===== config.mk =====
export PLATFORM = sky130hd
export DESIGN_NAME = scfr_top
export DESIGN_NICKNAME = d
export VERILOG_FILES = /design/src/include/scfr_pkg.sv /design/src/logic/scfr_top.sv /design/src/logic/scfr_sync.sv
export SDC_FILE = /design/constraint.sdc
export NUM_CORES = 1
export LEC_CHECK = 0
export BUFFER_PORTS_ARGS = -buffer_cell sky130_fd_sc_hd__buf_2
export CAP_MARGIN = 10
export CORE_UTILIZATION = 54
export DETAILED_ROUTE_END_ITERATION = 7
export PLACE_DENSITY_LB_ADDON = 0.2
export SLEW_MARGIN = 5
export SYNTH_ARGS = -nofsm -noshare
export SYNTH_HDL_FRONTEND = slang
export SYNTH_SLANG_ARGS = --single-unit

===== constraint.sdc =====
create_clock -name clk -period 2.35 [get_ports clk]
set_clock_uncertainty 0.2 [all_clocks]
set_input_delay 0.47 -clock clk [delete_from_list [all_inputs] [get_ports clk]]
set_output_delay 0.47 -clock clk [all_outputs]
set_load 0.05 [all_outputs]

===== src/include/scfr_pkg.sv =====
// What this block does
// - reset command restores all command register power-on defaults
// - both no-operation codes change nothing
// - each frame: sixteen bits in, sixteen out
// - command and status shift msb first
// - command bit zero off, one on
// - status bit one means fault present
// - over-current reported in output fault bit
// - on-state open load only for current drivers
// - off-state open load reported per output
// - over-voltage stops outputs, recovery per retry
// - current limit until timer or thermal
// - calibration pulse on chip select measured
// - status carries power-on reset indicator
// - retry bit zero shutdown, one resume
package scfr_pkg;
  // clock and timing
  localparam int CLK_HZ       = 20_000_000;
  localparam int CLK_MHZ      = CLK_HZ / 1_000_000;
  localparam int SC_TIME_NS   = 100_000;  // short circuit window
  localparam int SC_CYCLES    = (SC_TIME_NS * CLK_MHZ) / 1000;
  localparam int CAL_PULSE_NS = 32_000;   // nominal calibration pulse
  localparam int CAL_CYCLES   = (CAL_PULSE_NS * CLK_MHZ + 999) / 1000;
  localparam int CNT_W        = 16;
  localparam logic [CNT_W-1:0] CAL_MIN = 16'(CAL_CYCLES - CAL_CYCLES / 4);
  localparam logic [CNT_W-1:0] CAL_MAX = 16'(CAL_CYCLES + CAL_CYCLES / 4);
  // frame layout
  localparam logic [4:0] FRAME_LEN = 5'h10;
  localparam int CODE_HI = 15;
  localparam int CODE_LO = 11;
  localparam int ST_SYS  = 15;  // over-voltage, thermal or calibration
  localparam int ST_POR  = 14;  // power-on reset indicator
  // command codes in the top five bits
  localparam logic [4:0] CMD_NOP_ZEROS  = 5'h00;
  localparam logic [4:0] CMD_OSS_SWITCH = 5'h01;
  localparam logic [4:0] CMD_OV_RETRY   = 5'h03;
  localparam logic [4:0] CMD_THERM_EN   = 5'h05;
  localparam logic [4:0] CMD_CALIBRATE  = 5'h1a;
  localparam logic [4:0] CMD_RESET      = 5'h1b;
  localparam logic [4:0] CMD_NOP_ONES   = 5'h1f;
  // power-on values of command registers
  localparam logic [7:0] OSS_POR      = 8'h00;
  localparam logic [7:0] OV_RETRY_POR = 8'hff;
  localparam logic [7:0] THERM_EN_POR = 8'hff;
  // avalon register map, byte addresses
  localparam int ADDR_W = 5;
  localparam logic [ADDR_W-1:0] A_CTRL      = 5'h00;
  localparam logic [ADDR_W-1:0] A_EVENT     = 5'h04;
  localparam logic [ADDR_W-1:0] A_MASK      = 5'h08;
  localparam logic [ADDR_W-1:0] A_LAST_CMD  = 5'h0c;
  localparam logic [ADDR_W-1:0] A_OUT_STATE = 5'h10;
  localparam logic [ADDR_W-1:0] A_CAL       = 5'h14;
  // control bits
  localparam int CTRL_W         = 2;
  localparam int CTRL_MSG_SEL   = 0;
  localparam int CTRL_CCD_THERM = 1;
  localparam logic [CTRL_W-1:0] CTRL_POR = 2'h0;
  // event bits
  localparam int EV_W      = 5;
  localparam int EV_FRAME  = 0;
  localparam int EV_RSTCMD = 1;
  localparam int EV_OV     = 2;
  localparam int EV_CAL    = 3;
  localparam int EV_BADLEN = 4;
  // frame states
  typedef enum logic [1:0] {
    F_IDLE  = 2'b01,
    F_SHIFT = 2'b10
  } scfr_frame_e;
endpackage : scfr_pkg


===== src/logic/scfr_top.sv =====
`timescale 1ns/1ps
`default_nettype none
// serial command decoder and fault reporter
module scfr_top
  import scfr_pkg::*;
#(
  parameter int N_OUT    = 8,
  parameter int SC_LIMIT = SC_CYCLES
) (
  input  wire logic              clk,
  input  wire logic              rst_n,
  input  wire logic [ADDR_W-1:0] avs_address,
  input  wire logic              avs_read,
  input  wire logic              avs_write,
  input  wire logic [31:0]       avs_writedata,
  output logic      [31:0]       avs_readdata,
  output logic                   avs_waitrequest,
  output logic                   irq,
  input  wire logic              spi_sclk,
  input  wire logic              spi_cs_n,
  input  wire logic              spi_mosi,
  output logic                   spi_miso,
  output logic                   spi_miso_oe,
  input  wire logic              ov_pin,
  input  wire logic [9:0]        oc_pin,
  input  wire logic [9:0]        thermal_pin,
  input  wire logic [7:0]        off_open_load_pin,
  input  wire logic [1:0]        ccd_on_open_load_pin,
  input  wire logic [5:0]        gd_fault_pin,
  input  wire logic [1:0]        ccd_active,
  output logic      [7:0]        low_side_switch_outputs,
  output logic      [9:0]        current_limit,
  output logic                   supply_overvoltage_flag
);
  localparam int N_LIM  = N_OUT + 2;  // low-side plus two current drivers
  localparam int SYNC_W = 40;

  // status layout is fixed at eight low-side outputs
  if (N_OUT != 8) begin : g_bad_n_out
    $error("scfr_top: N_OUT must be 8");
  end
  if (SC_LIMIT < 1 || SC_LIMIT >= (1 << CNT_W)) begin : g_bad_sc
    $error("scfr_top: SC_LIMIT out of range");
  end

  // synchronised pin levels
  logic [SYNC_W-1:0] pins_lvl;
  logic              sclk_lvl;
  logic              cs_lvl;
  logic              mosi_lvl;
  logic              ov_lvl;
  logic [9:0]        oc_lvl;
  logic [9:0]        therm_lvl;
  logic [7:0]        off_ol_lvl;
  logic [1:0]        ccd_ol_lvl;
  logic [5:0]        gd_lvl;

  // every pin except ccd_active crosses in one synchroniser bank
  scfr_sync #(
    .W         (SYNC_W),
    .RESET_VAL (40'h00_0000_0002)
  ) u_sync (
    .clk       (clk),
    .rst_n     (rst_n),
    .pin_in    ({gd_fault_pin, ccd_on_open_load_pin, off_open_load_pin,
                 thermal_pin, oc_pin, ov_pin, spi_mosi, spi_cs_n, spi_sclk}),
    .level_out (pins_lvl)
  );
  assign {gd_lvl, ccd_ol_lvl, off_ol_lvl, therm_lvl, oc_lvl,
          ov_lvl, mosi_lvl, cs_lvl, sclk_lvl} = pins_lvl;

  // edge history of link signals
  logic sclk_prev;
  logic cs_prev;
  logic ov_prev;
  always_ff @(posedge clk) begin
    if (!rst_n) begin
      sclk_prev <= 1'b0;
      cs_prev   <= 1'b1;  // idle high, no false frame
      ov_prev   <= 1'b0;
    end else begin
      sclk_prev <= sclk_lvl;
      cs_prev   <= cs_lvl;
      ov_prev   <= ov_lvl;
    end
  end
  logic sclk_rise;
  logic sclk_fall;
  logic cs_fall;
  logic cs_rise;
  logic ov_fall;
  assign sclk_rise = sclk_lvl & ~sclk_prev;
  assign sclk_fall = ~sclk_lvl & sclk_prev;
  assign cs_fall   = ~cs_lvl & cs_prev;
  assign cs_rise   = cs_lvl & ~cs_prev;
  assign ov_fall   = ~ov_lvl & ov_prev;

  // frame engine state
  scfr_frame_e       state;
  logic [4:0]        bit_cnt;    // saturates, catches long frames
  logic [15:0]       shift_in;   // command word, msb first
  logic [15:0]       shift_out;  // status word being sent
  logic [CNT_W-1:0]  low_cnt;    // chip select low time
  logic [15:0]       status_word;
  logic              exec_reg;   // one cycle: good frame ended
  logic              bad_len;
  logic              cal_done;
  logic              cal_armed;
  logic [4:0]        code;
  assign code = shift_in[CODE_HI:CODE_LO];

  // command registers
  logic [7:0]        oss_cmd;
  logic [7:0]        ov_retry;
  logic [7:0]        therm_en;
  logic [7:0]        sc_off;     // outputs tripped by short circuit
  logic [N_LIM-1:0]  trip;
  // fault latches
  logic [7:0]        out_flt;
  logic [5:0]        gd_flt;
  logic [1:0]        ccd_flt;
  logic              sys_flt;
  logic              por_flag;
  logic              cal_flt_ev;
  logic [CNT_W-1:0]  cal_count;
  // software side
  logic [CTRL_W-1:0] ctrl_reg;
  logic [EV_W-1:0]   ev_reg;
  logic [EV_W-1:0]   mask_reg;

  // snapshot layout; message select swaps the middle field
  assign status_word = {sys_flt, por_flag,
                        ctrl_reg[CTRL_MSG_SEL] ? {4'h0, ccd_flt} : gd_flt,
                        out_flt};

  // serial frame engine, mode 0: sample on rise, shift on fall
  always_ff @(posedge clk) begin
    if (!rst_n) begin
      state       <= F_IDLE;
      bit_cnt     <= 5'h00;
      shift_in    <= 16'h0000;
      shift_out   <= 16'h0000;
      spi_miso    <= 1'b0;
      spi_miso_oe <= 1'b0;
      low_cnt     <= 16'h0000;
    end else begin
      unique case (state)
        F_IDLE: begin
          if (cs_fall) begin
            state       <= F_SHIFT;
            bit_cnt     <= 5'h00;
            low_cnt     <= 16'h0000;
            shift_out   <= status_word;
            spi_miso    <= status_word[15];
            spi_miso_oe <= 1'b1;
          end
        end
        F_SHIFT: begin
          if (low_cnt != '1) begin
            low_cnt <= low_cnt + 16'h0001;
          end
          if (cs_rise) begin
            state       <= F_IDLE;
            spi_miso_oe <= 1'b0;
          end else if (sclk_rise) begin
            shift_in <= {shift_in[14:0], mosi_lvl};
            if (bit_cnt != '1) begin
              bit_cnt <= bit_cnt + 5'h01;
            end
          end else if (sclk_fall) begin
            shift_out <= {shift_out[14:0], 1'b0};
            spi_miso  <= shift_out[14];
          end
        end
      endcase
    end
  end

  // end of frame: execute only a full sixteen-bit word
  always_ff @(posedge clk) begin
    if (!rst_n) begin
      exec_reg <= 1'b0;
      bad_len  <= 1'b0;
      cal_done <= 1'b0;
    end else begin
      exec_reg <= (state == F_SHIFT) && cs_rise && bit_cnt == FRAME_LEN;
      // a clockless low pulse while armed is the calibration pulse
      cal_done <= (state == F_SHIFT) && cs_rise && cal_armed && bit_cnt == 5'h00;
      bad_len  <= (state == F_SHIFT) && cs_rise && bit_cnt != FRAME_LEN
                  && !(cal_armed && bit_cnt == 5'h00);
    end
  end

  // calibration: arm on command, measure next clockless pulse
  always_ff @(posedge clk) begin
    if (!rst_n) begin
      cal_armed  <= 1'b0;
      cal_count  <= 16'h0000;
      cal_flt_ev <= 1'b0;
    end else begin
      cal_flt_ev <= 1'b0;
      if (exec_reg && code == CMD_RESET) begin
        cal_armed <= 1'b0;
      end else if (exec_reg && code == CMD_CALIBRATE) begin
        cal_armed <= 1'b1;
      end else if (cal_done) begin
        cal_armed  <= 1'b0;
        cal_count  <= low_cnt;
        cal_flt_ev <= (low_cnt < CAL_MIN) || (low_cnt > CAL_MAX);
      end
    end
  end

  // output on/off register with over-voltage recovery
  always_ff @(posedge clk) begin
    if (!rst_n) begin
      oss_cmd <= OSS_POR;
    end else if (exec_reg && code == CMD_RESET) begin
      oss_cmd <= OSS_POR;
    end else if (exec_reg && code == CMD_OSS_SWITCH) begin
      oss_cmd <= shift_in[7:0];
    end else if (ov_fall) begin
      // retry keeps the old state, shutdown clears it
      oss_cmd <= oss_cmd & ov_retry;
    end
  end

  // retry and thermal enable command registers
  always_ff @(posedge clk) begin
    if (!rst_n) begin
      ov_retry <= OV_RETRY_POR;
      therm_en <= THERM_EN_POR;
    end else if (exec_reg && code == CMD_RESET) begin
      ov_retry <= OV_RETRY_POR;
      therm_en <= THERM_EN_POR;
    end else if (exec_reg && code == CMD_OV_RETRY) begin
      ov_retry <= shift_in[7:0];
    end else if (exec_reg && code == CMD_THERM_EN) begin
      therm_en <= shift_in[7:0];
    end
  end

  // short-circuit shutdown latch, cleared by a new on/off command
  always_ff @(posedge clk) begin
    if (!rst_n) begin
      sc_off <= 8'h00;
    end else if (exec_reg && (code == CMD_RESET || code == CMD_OSS_SWITCH)) begin
      sc_off <= 8'h00;
    end else begin
      sc_off <= sc_off | trip[7:0];
    end
  end

  // driven outputs: all off during over-voltage
  always_ff @(posedge clk) begin
    if (!rst_n) begin
      low_side_switch_outputs <= 8'h00;
      supply_overvoltage_flag <= 1'b0;
    end else begin
      // stay off in the recovery cycle too, before retry masks the on/off register
      low_side_switch_outputs <= (ov_lvl || ov_fall) ? 8'h00 : (oss_cmd & ~sc_off);
      supply_overvoltage_flag <= ov_lvl;
    end
  end

  // current limit per channel: timer, or thermal when enabled
  logic [N_LIM-1:0] on_vec;
  logic [N_LIM-1:0] th_sel;
  assign on_vec = {ccd_active, low_side_switch_outputs};
  assign th_sel = {{2{ctrl_reg[CTRL_CCD_THERM]}}, therm_en};
  generate
    for (genvar i = 0; i < N_LIM; i++) begin : g_lim
      logic [CNT_W-1:0] lim_cnt;  // cycles spent limiting
      logic             tripped;  // held until over-current clears or the channel turns off
      always_ff @(posedge clk) begin
        if (!rst_n) begin
          lim_cnt          <= 16'h0000;
          tripped          <= 1'b0;
          trip[i]          <= 1'b0;
          current_limit[i] <= 1'b0;
        end else begin
          trip[i] <= 1'b0;
          if (!oc_lvl[i] || !on_vec[i]) begin
            lim_cnt          <= 16'h0000;
            tripped          <= 1'b0;
            current_limit[i] <= 1'b0;
          end else if (!tripped) begin
            if (th_sel[i] ? therm_lvl[i] : lim_cnt == 16'(SC_LIMIT - 1)) begin
              tripped          <= 1'b1;
              trip[i]          <= 1'b1;
              current_limit[i] <= 1'b0;
            end else begin
              lim_cnt          <= lim_cnt + 16'h0001;
              current_limit[i] <= 1'b1;
            end
          end
        end
      end

    end
  endgenerate

  // fault events; gate drivers have no on-state open-load input
  logic [7:0] oc_ev;
  logic [7:0] off_ol_ev;
  logic [1:0] ccd_ev;
  assign oc_ev     = oc_lvl[7:0] & oss_cmd;
  assign off_ol_ev = off_ol_lvl & ~oss_cmd;
  assign ccd_ev    = (oc_lvl[9:8] | ccd_ol_lvl) & ccd_active;

  // snapshot or reset command clears every sticky fault latch
  logic flt_clr;
  assign flt_clr = (state == F_IDLE && cs_fall) || (exec_reg && code == CMD_RESET);

  // sticky fault latches, set wins over the clear
  always_ff @(posedge clk) begin
    if (!rst_n) begin
      out_flt <= 8'h00;
      gd_flt  <= 6'h00;
      ccd_flt <= 2'h0;
      sys_flt <= 1'b0;
    end else begin
      out_flt <= (flt_clr ? 8'h00 : out_flt) | oc_ev | off_ol_ev;
      gd_flt  <= (flt_clr ? 6'h00 : gd_flt) | gd_lvl;
      ccd_flt <= (flt_clr ? 2'h0 : ccd_flt) | ccd_ev;
      sys_flt <= (flt_clr ? 1'b0 : sys_flt)
                 | ov_lvl | cal_flt_ev | (|(trip & th_sel));
    end
  end

  // power-on indicator: only a true reset sets it
  always_ff @(posedge clk) begin
    if (!rst_n) begin
      por_flag <= 1'b1;
    end else if (state == F_IDLE && cs_fall) begin
      por_flag <= 1'b0;
    end
  end

  // avalon slave: one wait cycle, then the answer
  logic req;
  assign req = avs_read | avs_write;
  always_ff @(posedge clk) begin
    if (!rst_n) begin
      avs_waitrequest <= 1'b1;
    end else begin
      avs_waitrequest <= !(req && avs_waitrequest);
    end
  end

  // read mux, loaded at the same edge where waitrequest falls
  always_ff @(posedge clk) begin
    if (!rst_n) begin
      avs_readdata <= 32'h0000_0000;
    end else if (avs_read && avs_waitrequest) begin
      unique case (avs_address)
        A_CTRL:      avs_readdata <= {30'h0, ctrl_reg};
        A_EVENT:     avs_readdata <= {27'h0, ev_reg};
        A_MASK:      avs_readdata <= {27'h0, mask_reg};
        A_LAST_CMD:  avs_readdata <= {16'h0, shift_in};
        A_OUT_STATE: avs_readdata <= {6'h0, current_limit, out_flt,
                                      low_side_switch_outputs};
        A_CAL:       avs_readdata <= {16'h0, cal_count};
        default:     avs_readdata <= 32'h0000_0000;  // unmapped reads zero
      endcase
    end
  end

  // writes land at the edge where waitrequest is seen low
  logic wr_go;
  assign wr_go = avs_write && !avs_waitrequest;
  always_ff @(posedge clk) begin
    if (!rst_n) begin
      ctrl_reg <= CTRL_POR;
      mask_reg <= 5'h00;
    end else if (wr_go && avs_address == A_CTRL) begin
      ctrl_reg <= avs_writedata[CTRL_W-1:0];
    end else if (wr_go && avs_address == A_MASK) begin
      mask_reg <= avs_writedata[EV_W-1:0];
    end
  end

  // event status: write one to clear, a new event wins
  logic [EV_W-1:0] ev_set;
  logic [EV_W-1:0] ev_clr;
  assign ev_set = {bad_len, cal_done, ov_lvl & ~ov_prev,
                   exec_reg && code == CMD_RESET, exec_reg};
  assign ev_clr = (wr_go && avs_address == A_EVENT) ? avs_writedata[EV_W-1:0]
                                                    : 5'h00;
  always_ff @(posedge clk) begin
    if (!rst_n) begin
      ev_reg <= 5'h00;
      irq    <= 1'b0;
    end else begin
      ev_reg <= (ev_reg & ~ev_clr) | ev_set;
      irq    <= |(ev_reg & mask_reg);
    end
  end
endmodule : scfr_top
`default_nettype wire


===== src/logic/scfr_sync.sv =====
`timescale 1ns/1ps
`default_nettype none
// three-stage pin synchroniser with agreement filter
module scfr_sync #(
  parameter int           W         = 1,
  parameter logic [W-1:0] RESET_VAL = '0
) (
  input  wire logic         clk,
  input  wire logic         rst_n,
  input  wire logic [W-1:0] pin_in,
  output logic      [W-1:0] level_out
);
  logic [W-1:0] s1_reg;  // metastability catcher, read by s2 only
  logic [W-1:0] s2_reg;
  logic [W-1:0] s3_reg;

  generate
    for (genvar i = 0; i < W; i++) begin : g_bit
      // one chain per pin; level moves only when s2 and s3 agree
      always_ff @(posedge clk) begin
        if (!rst_n) begin
          s1_reg[i]    <= RESET_VAL[i];
          s2_reg[i]    <= RESET_VAL[i];
          s3_reg[i]    <= RESET_VAL[i];
          level_out[i] <= RESET_VAL[i];
        end else begin
          s1_reg[i] <= pin_in[i];
          s2_reg[i] <= s1_reg[i];
          s3_reg[i] <= s2_reg[i];
          if (s2_reg[i] == s3_reg[i]) begin
            level_out[i] <= s3_reg[i];
          end
        end
      end
    end
  endgenerate
endmodule : scfr_sync
`default_nettype wire


Yosys cells after proc, flatten, opt, wreduce, memory -nomap -nowiden --
Cells that the tools add are included.
Operators by class: muxes and demuxes 75, $lt $le $gt $ge 2, equal/unequal tests 74, bitwise logic cells 61, add/subtract/negate cells 12, reduce and logical (&&, ||, !) cells 105
Operators by type and width (count):
- adder 16 x 1 -> 16 bit (second input constant) | 11
- equality test 16 x 11 -> 1 bit (second input constant) | 10
- one-hot mux 26 bit (6 select lines) | 1
- 2-to-1 mux 15 bit | 4
- 2-to-1 mux 1 bit | 49
- equality test 1 bit | 40
- NOT 1 bit | 33
- bitwise AND 8 bit | 4
- 2-to-1 mux 16 bit | 2
- one-hot mux 16 bit (2 select lines) | 1
- one-hot mux 15 bit (2 select lines) | 1
- OR reduction 3 bit | 10
- AND reduction 2 bit | 14
- OR reduction 2 bit | 13
- equality test 5 bit (second input constant) | 5
- 2-to-1 mux 5 bit | 5
- 2-to-1 mux 8 bit | 3
- OR 8 bit | 3
- logical NOT 1 bit | 23
- logical AND 1 bit | 20
- > comparator 16 x 10 -> 1 bit (second input constant) | 1
- less-than comparator 16 x 9 -> 1 bit (second input constant) | 1
- != test 16 bit (second input constant) | 1
- != test 2 bit (second input constant) | 8
- other kinds (31) | 66
Storage, ports and cells: register bits after elaboration 534, word-level logic and storage cells 561, output and inout port bits 55, input port bits 83

Longest topological paths before layout --
depth in word-level cells 8, depth in mapped cells 8, mapped depth without buffers 7

By module --
Synthesis repeated with hierarchy kept, for this count alone.
Second synthesis, totals: cell total of the unflattened synthesis 2221, area, all modules 20467.1 sq um
By module, submodules not included:
- scfr_top | instances 1, cells each 1804, area an instance 15672.5 sq um
- scfr_sync | instances 1, cells each 417, area an instance 4794.6 sq um

Worst setup path before layout --
No wires, ideal clock.
path type register -> register, from register bit_cnt[0], to register bit_cnt[3], data required time 2059 ps, arrival 1887 ps, period minus slack after synthesis 2178 ps, cell stages (with the launch flop) 8, path buffers 0, path slack 172 ps, path through dfxtp_1 > ha_1 > and3_1 > ha_1 > nor4b_1 > nand4_1 > o21ba_2 > a311oi_1
On the way: word-level cells in the longest chain between the ends 5, elaborated cells between the ends (all ways) 8, classes of those cells add/sub (1); eq/ne (2); mux (4); reduce/logical (1)
Ends and longest elaborated chain:
- start, declared | RTL line scfr_top.sv:100 | logic [4:0] bit_cnt;
- start signal, assigned | RTL line scfr_top.sv:168 | bit_cnt <= bit_cnt + 5'h01;
- adder 5 x 1 -> 5 bit | RTL line scfr_top.sv:168
- 2-to-1 mux 5 bit | RTL line scfr_top.sv:167 | if (bit_cnt != '1) begin
- 2-to-1 mux 5 bit | RTL line scfr_top.sv:165 | end else if (sclk_rise) begin
- 2-to-1 mux 5 bit | RTL line scfr_top.sv:162 | if (cs_rise) begin
- one-hot mux 5 bit (2 select lines) | RTL line scfr_top.sv:147 | unique case (state)
Parallel ways exist; a longest one is shown, timed or not. The select of a mux whose other input is x is not followed. A chain may end at the register's enable or synchronous reset.

Worst setup path in the final report --
Same ends and word-level chain as after synthesis.

==> metrics <==
Pwr Density=788 nW/um^2; P&R area growth vs syn=18.0%; clock buffer depth=3; reg-to-reg setup timing slack=0.12 ns; delay of the slowest cell on the worst path=between 0.3 and 0.4 ns; DR iter-0 viols=between 1000 and 1500; syn_area_per_cell=9.06 sq um; CTS Buf Count=52; Net Sw Frac=20.5%; most common cell in the netlist=dfxtp_1; Die ar.=37900 sq um; post-layout util=64.8%; Clock Pin Slew Worst Setup and Hold Paths=0.06 ns; count of buffers from port buffering=104; storage element area=10600 sq um; cell mode on critical path=ha_1; CTS root buf=clkbuf_16; H-tree lvl count=2; HPWL Detailed=32.4 mm; grt ovf=0; Final Max Tran Viols=0; TritonCTS clock tree=yes; largest net degree at the start of global routing=67; Via density=5.62; post-synth top area share=52.6%; Max Cap Viol=0; n_diodes=0; Starting Density=54.9%; Fmax achieved=449 MHz; peak supply drop=0.555 mV; FP Rows=70; cells on worst reg2reg path=8; Worst setup SP type=flop; antenna violations before repair=0; GR Util All Layers=around 25%; vias in the first global route=between 15000 and 20000; antenna-violating nets left=0; Worst setup EP type=flop; register bit total from synthesis=527; worst path required time=between 2 and 3 ns; share of async-settable or async-resettable flops after synthesis=0%; CTS Sinks=527; failing checks=DRC; Synth cell types=a little over 70; largest cells by area after synthesis=dfxtp_1 53%, nand2_1 4.8%, a21oi_1 4.7%, and2_1 4.2%, nor2_1 3.6%; final worst path period share=between 90% and 100%; Largest Register=g_lim.lim_cnt; Leakage=just under 9 nW; Post-synth EDFFs=0; power share of the clock group=47.9%; sequential share of power=roughly half; WS Path Type=flop to flop; # nets final=2490; status=complete, but fails checks; CP Cell Sequence=ha_1 > and3_1 > ha_1 > nor4b_2 > buf_4 > nand4_1 > o21ba_2 > a311oi_2; Comb pwr share=between 3 and 4%; final hold violations=0; Fillers=2991; Synth warnings=0; Clk Latency, worst-skew pair=0.59 ns; TritonRoute pass-1 iters=8; Slew HR=between 60% and 70%; crit-path leading delay family=simple AND/OR/NAND/NOR gates; Post-Syn Instances=2213; worst hold stages=4; register area share after synthesis=a little over half; arrival time worst endpoint=2.53 ns; total internal power=14.8 mW; Ports=138; # Post-CTS Setup Buffers=0; Multi-input gate area=9040 sq um; endpoints failing setup=0; Worst-Margin Slew=between 0.5 and 0.6 ns; total power=18.6 mW; routability cong.=0.924; via count=between 15000 and 20000; Net Switching=around 3.8 mW; Synth top cells by count=527 x dfxtp_1, 255 x nand2_1, 192 x nor2_1; routed len/inst=16.4 um; share of layout cells above drive strength 1=11.3%; ys flop type=dfxtp_1; Buf/Inv on CP=1; Tmin final=2.23 ns; global-route wire length before repair=77.2 mm; DIE WIDTH=195 um; crit-path max FO=4; Hold Crit Class=input port to flop; Die Ht=between 150 and 200 um; Post-Route WL=47.6 mm; Residual DRC=1; CP Depth=8; max reg flops=160; CP max stage cell=dfxtp_1; synthesized area=20000 sq um; leading area contributor after synthesis=dfxtp_1; core box area=36500 sq um
kinds of logic (layout without fill, tap and decap cells):
family                   after synthesis  after routing  share of synthesized area [%]
AO/OA/AOI/OAI                        430            430                           12.5
XOR/XNOR                             101            101                           4.41
adder cells (fa/ha/maj)               14             14                          0.874
buffers and inverters                119            331                           2.47
flip-flops                           527            527                           52.6
multiplexers                          55             55                           2.83
other                                  1              6                         0.0187
AND/OR/NAND/NOR                      966            966                           24.3
metrics by stage:
stage | cells | hold WS [ns] | instance area (sq um) | worst slack [ns] | TNS [ns]
after CTS | 2898 | 0.0828 | 23600 | 0.0862 | 0
final | 2898 | 0.122 | 23700 | 0.121 | 0
after detailed placement | 2758 | 0.199 | 21300 | 0.0867 | 0
after global placement | 2758 | 0.193 | 21300 | 0.151 | 0
after global routing | 2898 | 0.111 | 23700 | -0.0214 | -0.0214
after floorplan | 2218 | 0.186 | 20100 | 0.172 | 0
power by group through the flow:
stage               Combinational [mW]  Clock, mW  Sequential [mW]
finish                           0.588       8.93             9.13
global route                     0.644       9.44             9.14
CTS                              0.581       9.09             9.13
detailed placement               0.516          0             9.33
global placement                 0.506          0             9.32
floorplan                        0.317          0             9.33
what timing repair did:
action                     in CTS  in global routing
hold endpoints to repair       51                  0
setup endpoints to repair       0                  3
hold buffers                   49                  0
gates resized for setup         0                  2
placed cells by master (no fill, tap or decap), types with 7 or more instances in the layout:
| master | count |
|---|---|
| dfxtp_1 | 527 |
| nand2_1 | 255 |
| nor2_1 | 192 |
| a21oi_1 | 188 |
| o21ai_0 | 138 |
| and2_1 | 134 |
| nand3_1 | 106 |
| buf_2 | 103 |
| xor2_1 | 67 |
| buf_4 | 61 |
| clkbuf_16 | 53 |
| mux2i_1 | 51 |
| dlygate4sd3_1 | 49 |
| or3_1 | 46 |
| nand4_1 | 41 |
| and3_1 | 40 |
| nor3_1 | 38 |
| xnor2_1 | 34 |
| inv_1 | 22 |
| nor4_1 | 22 |
| nor3b_1 | 21 |
| o211ai_1 | 19 |
| a222oi_1 | 17 |
| nand2b_1 | 14 |
| ha_1 | 14 |
| clkbuf_8 | 13 |
| and4_1 | 11 |
| nor2b_1 | 11 |
| a311oi_1 | 11 |
| or4_1 | 10 |
| a31oi_1 | 10 |
| clkbuf_1 | 10 |
| bufinv_16 | 9 |
| a211oi_1 | 7 |
worst min-delay path, stage by stage:
cell and delay, ns:
buf_2 0.10, a21oi_1 0.08, o21ai_0 0.16, a31oi_1 0.05
final timing paths:
| kind | from | end |
|---|---|---|
| worst min-delay path | avs_address[3] | avs_readdata[0] |
| worst max register to register | bit_cnt[0] | bit_cnt[3] |
| worst min register to register | u_sync.s1_reg[1] | u_sync.s2_reg[1] |
| worst max-delay path | bit_cnt[0] | bit_cnt[3] |
per-layer routing:
layer  wire (um)  track usage (%)  up-vias
li1            -                -     8091
met1       21200             31.5     7692
met2       22000             41.8      391
met3        2340             3.99      119
met4        2070             12.1        0
met5           0                0        -
cell type report:
class | count | share of cell area (%)
multi-input combinational | 1572 | 38.2
inverter | 23 | 0.376
sequential | 527 | 44.6
timing repair buffer | 217 | 6.53
tap | 468 | 2.48
clock buffer | 76 | 6.52
clock inverter | 15 | 1.30
(Power assumes the default switching activity.)
